File: config.mk
export PLATFORM = sky130hd
export DESIGN_NAME = rtccfg_ctrl
export DESIGN_NICKNAME = d
export VERILOG_FILES = /design/src/verilog/rtccfg_pkg.sv /design/src/verilog/rtccfg_trim_if.sv /design/src/verilog/rtccfg_trim.sv /design/src/verilog/rtccfg_ctrl.sv
export VERILOG_INCLUDE_DIRS = /design/src /design/src/verilog
export SDC_FILE = /design/constraint.sdc
export NUM_CORES = 1
export LEC_CHECK = 0
export BUFFER_PORTS_ARGS = -buffer_cell sky130_fd_sc_hd__buf_2
export CAP_MARGIN = 20
export CORE_MARGIN = 3
export CORE_UTILIZATION = 50
export DETAILED_ROUTE_END_ITERATION = 10
export GPL_TIMING_DRIVEN = 0
export PLACE_DENSITY = 0.73
export SETUP_SLACK_MARGIN = 0.4
export SYNTH_ARGS = -nofsm -noshare
export SYNTH_HDL_FRONTEND = slang
export SYNTH_HIERARCHICAL = 1
export SYNTH_SLANG_ARGS = --single-unit
File: constraint.sdc
create_clock -name ref_clk -period 1.9 [get_ports ref_clk]
set_clock_uncertainty 0.1 [all_clocks]
set_input_delay 0.38 -clock ref_clk [delete_from_list [all_inputs] [get_ports ref_clk]]
set_output_delay 0.38 -clock ref_clk [all_outputs]
set_load 0.01 [all_outputs]
File: src/verilog/rtccfg_defines.svh
`ifndef RTCCFG_DEFINES_SVH
`define RTCCFG_DEFINES_SVH

// register bus
`define RTCCFG_ADDR_W 4
`define RTCCFG_DATA_W 16
`define RTCCFG_ADDR_CFG 4'h0
`define RTCCFG_ADDR_WIN 4'h2
`define RTCCFG_ADDR_STAT 4'h4
`define RTCCFG_ADDR_MASK 4'h6

// configuration word fields
`define RTCCFG_BIT_EN 15
`define RTCCFG_BIT_UNUSED 14
`define RTCCFG_BIT_UNLOCK 13
`define RTCCFG_BIT_RIPPLE 12
`define RTCCFG_BIT_HALF 11
`define RTCCFG_BIT_OE 10
`define RTCCFG_PTR_HI 9
`define RTCCFG_PTR_LO 8
`define RTCCFG_CAL_HI 7
`define RTCCFG_CAL_LO 0
`define RTCCFG_CFG_RESET 16'h0000

// window pointer codes
`define RTCCFG_PTR_MIN_SEC_VALUE 2'h0
`define RTCCFG_PTR_ONE 2'h1

// interrupt status layout
`define RTCCFG_IRQ_W 3
`define RTCCFG_IRQ_HALF 0
`define RTCCFG_IRQ_SEC 1
`define RTCCFG_IRQ_LOCKED 2
`define RTCCFG_IRQ_RESET 3'h0

// drift trim
`define RTCCFG_CAL_W 8
`define RTCCFG_PULSES_PER_COUNT 4

`endif

File: src/verilog/rtccfg_pkg.sv
package rtccfg_pkg;

    typedef enum logic [1:0]
    {
        RTCCFG_TRIM_IDLE = 2'b01,
        RTCCFG_TRIM_RUN = 2'b10
    } rtccfg_trim_state_t;

    typedef logic [1:0] rtccfg_ptr_t;

endpackage

File: src/verilog/rtccfg_trim_if.sv
`timescale 1ns/1ps
`include "rtccfg_defines.svh"

interface rtccfg_trim_if;
    logic [`RTCCFG_CAL_W-1:0] cal;
    logic enable;
    logic minuteTick;
    logic srcTick;
    logic trimmedTick;

    modport ctrl
    (
        output cal,
        output enable,
        output minuteTick,
        output srcTick,
        input trimmedTick
    );

    modport trim
    (
        input cal,
        input enable,
        input minuteTick,
        input srcTick,
        output trimmedTick
    );
endinterface

File: src/verilog/rtccfg_trim.sv
`timescale 1ns/1ps
`include "rtccfg_defines.svh"

module rtccfg_trim
    import rtccfg_pkg::*;
#(
    parameter int CAL_W = `RTCCFG_CAL_W,
    parameter int PULSES_PER_COUNT = `RTCCFG_PULSES_PER_COUNT
)
(
    input wire logic ref_clk,
    input wire logic rst_n,
    rtccfg_trim_if.trim trimIf
);
    localparam int CNT_W = $clog2(PULSES_PER_COUNT * (2 ** (CAL_W - 1)) + 1);
    localparam logic [CNT_W-1:0] PPC = CNT_W'(PULSES_PER_COUNT);
    localparam logic [CNT_W-1:0] CNT_ONE = CNT_W'(1);

    generate
        if (CAL_W < 2 || PULSES_PER_COUNT < 1)
        begin : g_bad
            $error("rtccfg_trim: unsupported trim width or pulse count");
        end
    endgenerate

    rtccfg_trim_state_t state_q, state_d;
    logic [CNT_W-1:0] cnt_q, cnt_d;
    logic neg_q, neg_d;
    logic extra_q, extra_d;
    logic tick_q, tick_d;

    wire logic calNeg = trimIf.cal[CAL_W-1];
    wire logic [CAL_W:0] calExt = {1'b0, trimIf.cal};
    wire logic [CAL_W:0] calAbs = calNeg ? (~calExt + 1'b1) : calExt;
    wire logic [CNT_W-1:0] loadCnt = CNT_W'(calAbs) * PPC;

    // signed trim turned into pulses per minute
    always_comb
    begin
        state_d = state_q;
        cnt_d = cnt_q;
        neg_d = neg_q;
        extra_d = 1'b0;
        tick_d = trimIf.srcTick;
        case (state_q)
            RTCCFG_TRIM_IDLE:
            begin
                if (trimIf.minuteTick && (calAbs != '0))
                begin
                    cnt_d = loadCnt;
                    neg_d = calNeg;
                    state_d = RTCCFG_TRIM_RUN;
                end
            end
            RTCCFG_TRIM_RUN:
            begin
                tick_d = trimIf.srcTick | extra_q;
                if (trimIf.srcTick)
                begin
                    // swallow for a slow trim, echo a tick one cycle on
                    tick_d = ~neg_q;
                    extra_d = ~neg_q;
                    cnt_d = cnt_q - CNT_ONE;
                    if (cnt_q == CNT_ONE)
                    begin
                        state_d = RTCCFG_TRIM_IDLE;
                    end
                end
            end
            default:
            begin
                state_d = RTCCFG_TRIM_IDLE;
            end
        endcase
        if (!trimIf.enable)
        begin
            state_d = RTCCFG_TRIM_IDLE;
            tick_d = 1'b0;
            extra_d = 1'b0;
        end
    end

    always_ff @(posedge ref_clk or negedge rst_n)
    begin
        if (!rst_n)
        begin
            state_q <= RTCCFG_TRIM_IDLE;
            cnt_q <= '0;
            neg_q <= 1'b0;
            extra_q <= 1'b0;
            tick_q <= 1'b0;
        end
        else
        begin
            state_q <= state_d;
            cnt_q <= cnt_d;
            neg_q <= neg_d;
            extra_q <= extra_d;
            tick_q <= tick_d | extra_q;
        end
    end

    assign trimIf.trimmedTick = tick_q;
endmodule

File: src/verilog/rtccfg_ctrl.sv
// Summary of operation
// - The enable bit 15 runs the calendar module when 1 and stops it when 0.
// - A write changes the enable bit only while the unlock bit is already 1.
// - Window writes reach the time registers only while unlock bit 13 is 1.
// - Bit 12 is set while a rollover ripple may disturb a read, else clear.
// - Bit 11 reads 1 in the second half of each second and 0 in the first.
// - Writing the seconds half of the minutes/seconds pair clears bit 11.
// - The clock output is driven only while output enable bit 10 is 1.
// - Pointer bits 9-8 pick min/sec, weekday/hour, month/day or year.
// - Each window read or accepted window write steps the pointer down by one, stopping at 00.
// - Only power-on reset clears the configuration word to zero.
// - Bit 14 always reads 0 and ignores writes.
// - The signed trim adds or drops four clock pulses per count a minute.
// - The unlock bit can be set only in the cycle right after the key.
`timescale 1ns/1ps
`include "rtccfg_defines.svh"

module rtccfg_ctrl
    import rtccfg_pkg::*;
#(
    parameter int ADDR_W = `RTCCFG_ADDR_W,
    parameter int DATA_W = `RTCCFG_DATA_W
)
(
    input wire logic ref_clk,
    input wire logic rst_n,
    input wire logic sysReset,
    input wire logic [ADDR_W-1:0] busAddr,
    input wire logic [DATA_W-1:0] busWrData,
    input wire logic busWrStrobe,
    input wire logic busRdStrobe,
    output logic [DATA_W-1:0] busRdData,
    input wire logic unlockWindow,
    input wire logic rippleActive,
    input wire logic halfSecTick,
    input wire logic secondTick,
    input wire logic minuteTick,
    input wire logic srcTick,
    input wire logic clkOutSource,
    input wire logic [DATA_W-1:0] valueRdData,
    output logic calendarEnable,
    output logic [1:0] valueWindowSel,
    output logic valueWrStrobe,
    output logic [1:0] valueWrSel,
    output logic [DATA_W-1:0] valueWrData,
    output logic trimmedTick,
    output logic clkOut,
    output logic clkOutEnable,
    output logic irq
);
    generate
        if (ADDR_W < 3 || DATA_W != `RTCCFG_DATA_W)
        begin : g_bad
            $error("rtccfg_ctrl: bus width not supported");
        end
    endgenerate

    localparam logic [ADDR_W-1:0] A_CFG = ADDR_W'(`RTCCFG_ADDR_CFG);
    localparam logic [ADDR_W-1:0] A_WIN = ADDR_W'(`RTCCFG_ADDR_WIN);
    localparam logic [ADDR_W-1:0] A_STAT = ADDR_W'(`RTCCFG_ADDR_STAT);
    localparam logic [ADDR_W-1:0] A_MASK = ADDR_W'(`RTCCFG_ADDR_MASK);

    // configuration word state
    logic enable_q, enable_d;
    logic unlock_q, unlock_d;
    logic ripple_q;
    logic half_q, half_d;
    logic oe_q, oe_d;
    rtccfg_ptr_t ptr_q, ptr_d;
    logic [`RTCCFG_CAL_W-1:0] cal_q, cal_d;

    // interrupt state
    logic [`RTCCFG_IRQ_W-1:0] stat_q, stat_d;
    logic [`RTCCFG_IRQ_W-1:0] mask_q, mask_d;

    // outputs held in flip-flops
    logic [DATA_W-1:0] rdData_q, rdData_d;
    logic wrStrobe_q;
    rtccfg_ptr_t wrSel_q;
    logic [DATA_W-1:0] wrData_q;
    logic clkOut_q;

    // address decode
    wire logic selCfg = (busAddr == A_CFG);
    wire logic selWin = (busAddr == A_WIN);
    wire logic selStat = (busAddr == A_STAT);
    wire logic selMask = (busAddr == A_MASK);
    wire logic wrCfg = busWrStrobe && selCfg;
    wire logic wrWin = busWrStrobe && selWin;
    wire logic rdWin = busRdStrobe && selWin;
    wire logic wrStat = busWrStrobe && selStat;
    wire logic wrMask = busWrStrobe && selMask;

    // window write gate and its side effects
    wire logic winWrAccepted = wrWin && unlock_q;
    wire logic winWrRefused = wrWin && !unlock_q;
    wire logic secondsWrite = winWrAccepted
        && (ptr_q == `RTCCFG_PTR_MIN_SEC_VALUE);
    // a refused write leaves the pointer alone so a retry hits the same pair
    wire logic winStep = rdWin || winWrAccepted;

    // configuration word as software sees it
    wire logic [DATA_W-1:0] cfgWord =
    {
        enable_q,
        1'b0,
        unlock_q,
        ripple_q,
        half_q,
        oe_q,
        ptr_q,
        cal_q
    };

    wire logic [DATA_W-1:0] statWord = DATA_W'(stat_q);
    wire logic [DATA_W-1:0] maskWord = DATA_W'(mask_q);

    // read selection
    wire logic [DATA_W-1:0] rdSel =
        selCfg ? cfgWord :
        selWin ? valueRdData :
        selStat ? statWord :
        selMask ? maskWord :
        '0;

    // events latched into the status register
    wire logic [`RTCCFG_IRQ_W-1:0] events =
    {
        winWrRefused,
        secondTick,
        halfSecTick
    };

    // configuration word next state
    always_comb
    begin
        enable_d = enable_q;
        unlock_d = unlock_q;
        oe_d = oe_q;
        ptr_d = ptr_q;
        cal_d = cal_q;
        if (wrCfg)
        begin
            if (unlock_q)
            begin
                enable_d = busWrData[`RTCCFG_BIT_EN];
            end
            // setting needs the key window, clearing is always allowed
            if (!busWrData[`RTCCFG_BIT_UNLOCK])
            begin
                unlock_d = 1'b0;
            end
            else if (unlockWindow)
            begin
                unlock_d = 1'b1;
            end
            oe_d = busWrData[`RTCCFG_BIT_OE];
            ptr_d = busWrData[`RTCCFG_PTR_HI:`RTCCFG_PTR_LO];
            cal_d = busWrData[`RTCCFG_CAL_HI:`RTCCFG_CAL_LO];
        end
        else if (winStep && (ptr_q != `RTCCFG_PTR_MIN_SEC_VALUE))
        begin
            ptr_d = ptr_q - `RTCCFG_PTR_ONE;
        end
    end

    // half-second flag: set at mid-second, cleared at the second boundary
    always_comb
    begin
        half_d = half_q;
        if (secondTick || secondsWrite)
        begin
            half_d = 1'b0;
        end
        if (halfSecTick)
        begin
            half_d = 1'b1;
        end
    end

    // sticky status, write one to clear, a new event wins
    always_comb
    begin
        stat_d = stat_q;
        mask_d = mask_q;
        if (wrStat)
        begin
            stat_d = stat_q & ~busWrData[`RTCCFG_IRQ_W-1:0];
        end
        stat_d = stat_d | events;
        if (wrMask)
        begin
            mask_d = busWrData[`RTCCFG_IRQ_W-1:0];
        end
    end

    // read data only in the cycle after the strobe
    always_comb
    begin
        rdData_d = '0;
        if (busRdStrobe)
        begin
            rdData_d = rdSel;
        end
    end

    // configuration word: power-on reset only, system reset ignored
    always_ff @(posedge ref_clk or negedge rst_n)
    begin
        if (!rst_n)
        begin
            enable_q <= 1'(`RTCCFG_CFG_RESET >> `RTCCFG_BIT_EN);
            unlock_q <= 1'b0;
            oe_q <= 1'b0;
            ptr_q <= `RTCCFG_PTR_MIN_SEC_VALUE;
            cal_q <= '0;
        end
        else
        begin
            enable_q <= enable_d;
            unlock_q <= unlock_d;
            oe_q <= oe_d;
            ptr_q <= ptr_d;
            cal_q <= cal_d;
        end
    end

    // hardware status bits taken into this clock's registers
    always_ff @(posedge ref_clk or negedge rst_n)
    begin
        if (!rst_n)
        begin
            ripple_q <= 1'b0;
            half_q <= 1'b0;
        end
        else
        begin
            ripple_q <= rippleActive;
            half_q <= half_d;
        end
    end

    // interrupt registers also follow the system reset
    always_ff @(posedge ref_clk or negedge rst_n)
    begin
        if (!rst_n)
        begin
            stat_q <= `RTCCFG_IRQ_RESET;
            mask_q <= `RTCCFG_IRQ_RESET;
        end
        else if (sysReset)
        begin
            stat_q <= `RTCCFG_IRQ_RESET;
            mask_q <= `RTCCFG_IRQ_RESET;
        end
        else
        begin
            stat_q <= stat_d;
            mask_q <= mask_d;
        end
    end

    // bus read data and window write forwarding
    always_ff @(posedge ref_clk or negedge rst_n)
    begin
        if (!rst_n)
        begin
            rdData_q <= '0;
            wrStrobe_q <= 1'b0;
            wrSel_q <= `RTCCFG_PTR_MIN_SEC_VALUE;
            wrData_q <= '0;
        end
        else
        begin
            rdData_q <= rdData_d;
            wrStrobe_q <= winWrAccepted;
            if (winWrAccepted)
            begin
                wrSel_q <= ptr_q;
                wrData_q <= busWrData;
            end
        end
    end

    // clock output gated by the output enable bit
    always_ff @(posedge ref_clk or negedge rst_n)
    begin
        if (!rst_n)
        begin
            clkOut_q <= 1'b0;
        end
        else
        begin
            clkOut_q <= oe_q && clkOutSource;
        end
    end

    // drift trim engine
    rtccfg_trim_if trimIf();

    assign trimIf.cal = cal_q;
    assign trimIf.enable = enable_q;
    assign trimIf.minuteTick = minuteTick;
    assign trimIf.srcTick = srcTick;

    rtccfg_trim #(
        .CAL_W(`RTCCFG_CAL_W),
        .PULSES_PER_COUNT(`RTCCFG_PULSES_PER_COUNT)
    ) u_trim (
        .ref_clk(ref_clk),
        .rst_n(rst_n),
        .trimIf(trimIf)
    );

    assign busRdData = rdData_q;
    assign calendarEnable = enable_q;
    assign valueWindowSel = ptr_q;
    assign valueWrStrobe = wrStrobe_q;
    assign valueWrSel = wrSel_q;
    assign valueWrData = wrData_q;
    assign trimmedTick = trimIf.trimmedTick;
    assign clkOut = clkOut_q;
    assign clkOutEnable = oe_q;
    // software checks ripple by reading twice; nothing here enforces it
    assign irq = |(stat_q & mask_q);
endmodule

==> flow_metrics.tcl, run 1 <==
set metrics [dict create \
    status "finished, final reports clean" \
    synth.distinct_cells 56 \
    fin_crit_ps 1810 \
    power.share.clock_pct 23.4 \
    syn_inst 327 \
    yosysSeqAreaShare_pct 53.8 \
    p_comb_share_pct 30.5 \
    max_freq_mhz 553 \
    total_leakage_power_nw 2.33 \
    core_um2 6420 \
    rows 29 \
    grt_pass1_wl_um 13100 \
    initial_utilization_pct 52.2 \
    dpl_cell_area_um2 3950 \
    critPathLaunchType "flip-flop" \
    hold_depth 1 \
    r2r-start "cal_q[3]" \
    fin_area_um2 4490 \
    dp_hpwl_um 5710 \
    drtIter0Drc 171 \
    track_usage_pct 22.0 \
    place_ws_ps -112 \
    crit_arrival_ps 1330 \
    cts_root_buf "clkbuf_8" \
    place.gp.congestion 0.890 \
    synth_edf_count 0 \
    ys.flop_type "dfrtp_1" \
    htreeDepth 3 \
    required_ps 1420 \
    antenna_found_initial 0 \
    finalHoldViolCount 0 \
    numPortBuffers 87 \
    io_pins 90 \
    die_w_um 87.9 \
    tns_ps 0 \
    tightest_slew_ps 878 \
    chipHeight_um 87.9 \
    worstSkewPairLatency_ps 340 \
    numCtsBuffers 9 \
    clock_sinks 72 \
    clkTransAtPathRegs_ps 80 \
    finalSetupViolCount 0 \
    viasPerCell 5.29 \
    ir_drop_uv 593 \
    rrSetupSlack_ps 150 \
    worstReg2RegEnd "u_trim/cnt_q[9]" \
    area_delta_synth_final_pct 33.9 \
    syn-num-nets 379 \
    ys_ff_latch 72 \
    antenna_cells 0 \
    slew_violations 0 \
    powerDensity_nw_per_um2 1020 \
    grt_max_degree 73 \
    slowest_delay_ps 400 \
    vias 2818 \
    swShare_pct 34.4 \
    critPathSlowestCell "dfrtp_1" \
    max-cap-violations 0 \
    drive_gt1_share_pct 44.7 \
    crit_type "flip-flop to output pin" \
    hold_slack_ps 50.5 \
    hold_buffers 0 \
    fill_cells 482 \
    worst_slack_ps 92.6 \
    grt_pass1_vias 2727 \
    cp-end-kind "output pin" \
    p_seq_share_pct 46.1 \
    wl_um 8480 \
    grt_overflow 0 \
    avgSynthCellArea_um2 10.2 \
    postRouteAntennaNets 0 \
    die-area_um2 7720 \
    hp-class "input pin to flip-flop" \
    async_flop_share_pct 100 \
    max_slew_margin_pct 41.5 \
    p_sw_mw 1.58 \
    reg2reg_depth 5 \
    rsz0062_at_grt "yes" \
    internal_power_mw 3.01 \
    drc 0 \
    yosysWarnings 6 \
    wire_per_inst_um 15.9 \
    syn_area_um2 3350 \
    nets 503 \
    firstDrtPassIters 4 \
    worstPathCellList "a222oi_1, inv_1, buf_2" \
    hp-start "rippleActive" \
    post-route-period-util_pct 95.1 \
    cts_tree "built" \
    critPathMaxFanout 3 \
    whs_endpoint "ripple_q" \
    ctsLongestPathBuffers 2 \
]
synth_stat cells, types with 2 or more instances:
| library cell | number | area, um^2 |
|---|---|---|
| nand2_1 | 76 | 285 |
| dfrtp_1 | 71 | 1780 |
| o21ai_0 | 21 | 105 |
| a21oi_1 | 17 | 85.1 |
| inv_1 | 16 | 60.1 |
| nor2_1 | 15 | 56.3 |
| a22o_1 | 10 | 87.6 |
| nor2b_1 | 7 | 43.8 |
| a22oi_1 | 5 | 37.5 |
| clkbuf_1 | 5 | 18.8 |
| mux2_2 | 5 | 56.3 |
| mux2i_1 | 5 | 50.1 |
| xnor2_1 | 5 | 43.8 |
| buf_6 | 4 | 45.0 |
| ha_1 | 4 | 50.1 |
| nor3_1 | 4 | 20.0 |
| o31ai_1 | 4 | 30.0 |
| a22o_2 | 3 | 30.0 |
| and2_1 | 3 | 18.8 |
| buf_2 | 3 | 15.0 |
| o21ai_1 | 3 | 15.0 |
| a222oi_1 | 2 | 20.0 |
| and3_1 | 2 | 12.5 |
| buf_4 | 2 | 15.0 |
| nand3_1 | 2 | 10.0 |
| nor4_1 | 2 | 12.5 |
| nor4_2 | 2 | 25.0 |
layout make-up:
type	instances	area (um^2)	share of cell area, %
Multi-Input combinational cell	225	1580	35.2
Tap cell	77	96.3	2.15
Clock inverter	5	33.8	0.753
Buffer	14	125	2.79
Timing Repair Buffer	112	627	14.0
Clock buffer	11	141	3.15
Inverter	17	66.3	1.48
Sequential cell	72	1820	40.5
cells in the final DEF (no fill, tap or decap), types with 3 or more instances in the layout:
| cell | n |
|---|---|
| xnor2_1 | 5 |
| a22o_1 | 10 |
| dfrtp_2 | 11 |
| inv_1 | 14 |
| o21ai_2 | 5 |
| and2_1 | 3 |
| nor2_1 | 15 |
| mux2_4 | 3 |
| buf_6 | 5 |
| a21oi_1 | 16 |
| nand2_2 | 4 |
| buf_4 | 25 |
| mux2i_1 | 5 |
| o21ai_0 | 14 |
| nor2b_1 | 6 |
| a22o_2 | 3 |
| o21ai_1 | 5 |
| o31ai_2 | 3 |
| mux2_2 | 3 |
| nor4_4 | 5 |
| clkbuf_2 | 5 |
| buf_2 | 88 |
| clkbuf_8 | 10 |
| nor3_1 | 3 |
| nand2_1 | 72 |
| a22oi_1 | 5 |
| dfrtp_1 | 60 |
power groups by stage:
stage,clock network [mW],logic (mW),registers [mW]
2_1_floorplan,0,0.657,2.09
3_3_place_gp,0,1.02,2.08
3_5_place_dp,0,1.06,2.09
4_1_cts,1.10,1.23,2.09
5_1_grt,1.16,1.53,2.15
6_report,1.07,1.40,2.12
flip-flops by register name (all words and copies together) (netlist names), 2 cells and up:
name            flops
busRdData          16
valueWrData        16
u_trim/cnt_q       10
cal_q               8
mask_q              3
stat_q              3
u_trim/state_q      2
valueWindowSel      2
valueWrSel          2
logic make-up after synthesis:
| family | synth area share [%] |
|---|---|
| compound gates | 15.2 |
| xor+xnor | 1.57 |
| fa+ha+maj | 1.49 |
| buf+inv | 4.70 |
| flops | 53.8 |
| mux | 3.62 |
| simple gates | 19.6 |
stage by stage:
step | cells | power [mW] | utilization, %
2_1_floorplan | 327 | 2.75 | -
4_1_cts | 523 | 4.42 | 67.7
5_1_grt | 533 | 4.83 | 69.9
6_report | 533 | 4.59 | 69.9
3_3_place_gp | 491 | 3.11 | 61.4
3_5_place_dp | 491 | 3.15 | 61.5
how the worst max path moves through the flow:
stage | start | to | slack, ps | depth (start not counted)
finish | stat_q[1] | irq | 90 | 3
detailed placement | busAddr[3] | valueWrData[10] | -110 | 6
global route | stat_q[1] | irq | 20 | 3
floorplan | busAddr[1] | calendarEnable | 200 | 6
CTS | stat_q[1] | irq | 70 | 3
global placement | rst_n | cal_q[3] | -160 | 1
critical path, delay by kind of cell (launching register included):
kind                   cells  cell delay (ps)
buffers and inverters      2              210
AO/OA/AOI/OAI              1              390
flip-flops                 1              400
per-layer routing:
metal	vias to the layer above	wire length, um	share of wire, %	global-route usage, %
met5	-	0	0	0
met4	0	89	1.0	7.95
met3	7	409	4.8	5.27
met2	82	4290	51	35.3
met1	1353	3690	44	29.3
li1	1376	-	-	-
repair_timing:
item                                    4_1_cts  5_1_grt
gates resized for setup                      30       27
buffers inserted                             14        9
cloned                                        2        1
pin swaps                                    13        7
endpoints found under the setup margin       46       43
Power figures use the tool's default switching activity.
==> run 2, diff against run 1 <==
- CELL_PAD_IN_SITES_DETAIL_PLACEMENT: unset -> 1
- CELL_PAD_IN_SITES_GLOBAL_PLACEMENT: unset -> 2
- CORE_MARGIN: 3 -> unset
- CORE_UTILIZATION: 50 -> 32
- PLACE_DENSITY: 0.73 -> 0.76
==> flow_metrics.tcl, run 2 (synthesis gave the netlist of run 1 again) <==
set metrics [dict create \
    critPathSlowestCell "or4_4" \
    worstReg2RegEnd "u_trim/cnt_q[9]" \
    worstSkewPairLatency_ps 350 \
    antenna_cells 0 \
    chipHeight_um 104 \
    drtIter0Drc 96 \
    critPathMaxFanout 4 \
    fin_crit_ps 1820 \
    status "finished, final reports clean" \
    nets 517 \
    post-route-period-util_pct 95.9 \
    ir_drop_uv 418 \
    reg2reg_depth 5 \
    cts_root_buf "clkbuf_8" \
    die_w_um 104 \
    layout_commonest_cell "buf_2" \
    crit_type "flip-flop to flip-flop" \
    viasPerCell 4.79 \
    max_freq_mhz 549 \
    utilization_pct 47.9 \
    powerDensity_nw_per_um2 1050 \
    wire_per_inst_um 16.5 \
    layout.cells.non_filler 603 \
    initial_utilization_pct 33.7 \
    rsz0062_at_grt "yes" \
    cp-end-kind "flip-flop" \
    drc 0 \
    numCtsBuffers 9 \
    slew_violations 0 \
    required_ps 2090 \
    grt_pass1_wl_um 15800 \
    critical-path-top-delay-family "simple AND/OR/NAND/NOR gates" \
    ctsLongestPathBuffers 2 \
    firstDrtPassIters 4 \
    io_pins 90 \
    place_ws_ps -140 \
    grt_pass1_vias 2980 \
    critPathLaunchType "flip-flop" \
    finalHoldViolCount 0 \
    worst-path-buf-inv 0 \
    cts_tree "built" \
    place.gp.congestion 0.768 \
    htreeDepth 3 \
    regArea_um2 1820 \
    drive_gt1_share_pct 47.7 \
    postRouteAntennaNets 0 \
    hold_depth 1 \
    tightest_slew_ps 424 \
    numPortBuffers 87 \
    finalSetupViolCount 0 \
    track_usage_pct 18.7 \
    core_um2 9950 \
    antenna_found_initial 1 \
    wl_um 9950 \
    place_inst 548 \
    fill_cells 1138 \
    total_leakage_power_nw 2.44 \
    area_delta_synth_final_pct 42.4 \
    whs_endpoint "ripple_q" \
    max_slew_margin_pct 71.6 \
    dp_hpwl_um 6890 \
    vias 2888 \
    rows 36 \
    rrSetupSlack_ps 80 \
    fin_area_um2 4770 \
    clkTransAtPathRegs_ps 90 \
    grt_max_degree 52 \
    layout_common_cells "88 x buf_2, 72 x nand2_1, 59 x dfrtp_1" \
    dpl_cell_area_um2 4050 \
    slowest_delay_ps 590 \
    hp-class "input pin to flip-flop" \
    clock_sinks 72 \
    max-cap-violations 0 \
    die-area_um2 10900 \
    tns_ps 0 \
    crit_arrival_ps 2010 \
    hp-start "rippleActive" \
    worst_slack_ps 77.0 \
    multiInputGateArea_um2 1620 \
    grt_overflow 0 \
    r2r-start "cal_q[3]" \
    worstPathCellList "or4_4, nor4_4, a21oi_2, a41oi_2, o22a_1" \
]
[run 2: cell types whose count changed in the layout (fill, tap and decap cells not counted), moves of 2 or more]
cell and change:
inv_1 -2, inv_6 +2, buf_4 +12, inv_2 +3, clkinv_2 -2, bufinv_16 +2
[run 2: how the worst max path moves through the flow]
| stage | endpoint | from | slack [ps] | depth (start not counted) |
|---|---|---|---|---|
| after floorplan | calendarEnable | busAddr[1] | 200 | 6 |
| after global placement | cal_q[3] | rst_n | -280 | 1 |
| after detailed placement | valueWrData[10] | busAddr[3] | -140 | 6 |
| after CTS | irq | stat_q[1] | 80 | 3 |
| after global routing | u_trim/cnt_q[9] | cal_q[3] | 40 | 5 |
| final | u_trim/cnt_q[9] | cal_q[3] | 80 | 5 |
[run 2: power by group]
group / total [mW] / leakage [nW] / internal (mW) / switching, mW
combinational: 1.51 / 1.40 / 0.762 / 0.746
sequential: 2.13 / 0.933 / 1.80 / 0.325
clock: 1.40 / 0.106 / 0.751 / 0.646
[run 2: final cells by class]
class / count / share of cell area, %
Inverter: 17 / 1.34
Clock inverter: 7 / 2.12
Clock buffer: 9 / 2.60
Buffer: 14 / 2.57
Timing Repair Buffer: 126 / 15.9
Sequential cell: 72 / 38.1
Tap cell: 133 / 3.49
Multi-Input combinational cell: 225 / 33.8
[run 2: through the flow]
| step | hold WS [ps] | power [mW] |
|---|---|---|
| after floorplan | -15.6 | 2.75 |
| after global placement | 320 | 3.15 |
| after detailed placement | 196 | 3.20 |
| after CTS | 18.9 | 4.84 |
| after global routing | 19.0 | 5.32 |
| final | 29.5 | 5.03 |
[run 2: what timing repair did]
| action | in CTS | in global routing |
|---|---|---|
| pin swaps | 11 | 18 |
| hold buffers | 1 | 0 |
| endpoints found under the hold margin | 21 | 0 |
| gates resized for setup | 33 | 31 |
| setup endpoints to repair | 49 | 38 |
| gates cloned | 2 | 0 |
| buffers inserted | 18 | 18 |
[run 2: metal layers]
| metal | share of wire [%] | wire length, um | vias to the layer above | GRT usage [%] |
|---|---|---|---|---|
| li1 | - | - | 1397 | - |
| met1 | 44 | 4380 | 1413 | 23.7 |
| met2 | 50 | 5000 | 59 | 31.4 |
| met3 | 4.1 | 406 | 17 | 3.88 |
| met4 | 1.6 | 161 | 2 | 6.84 |
| met5 | 0.080 | 8 | - | 0 |
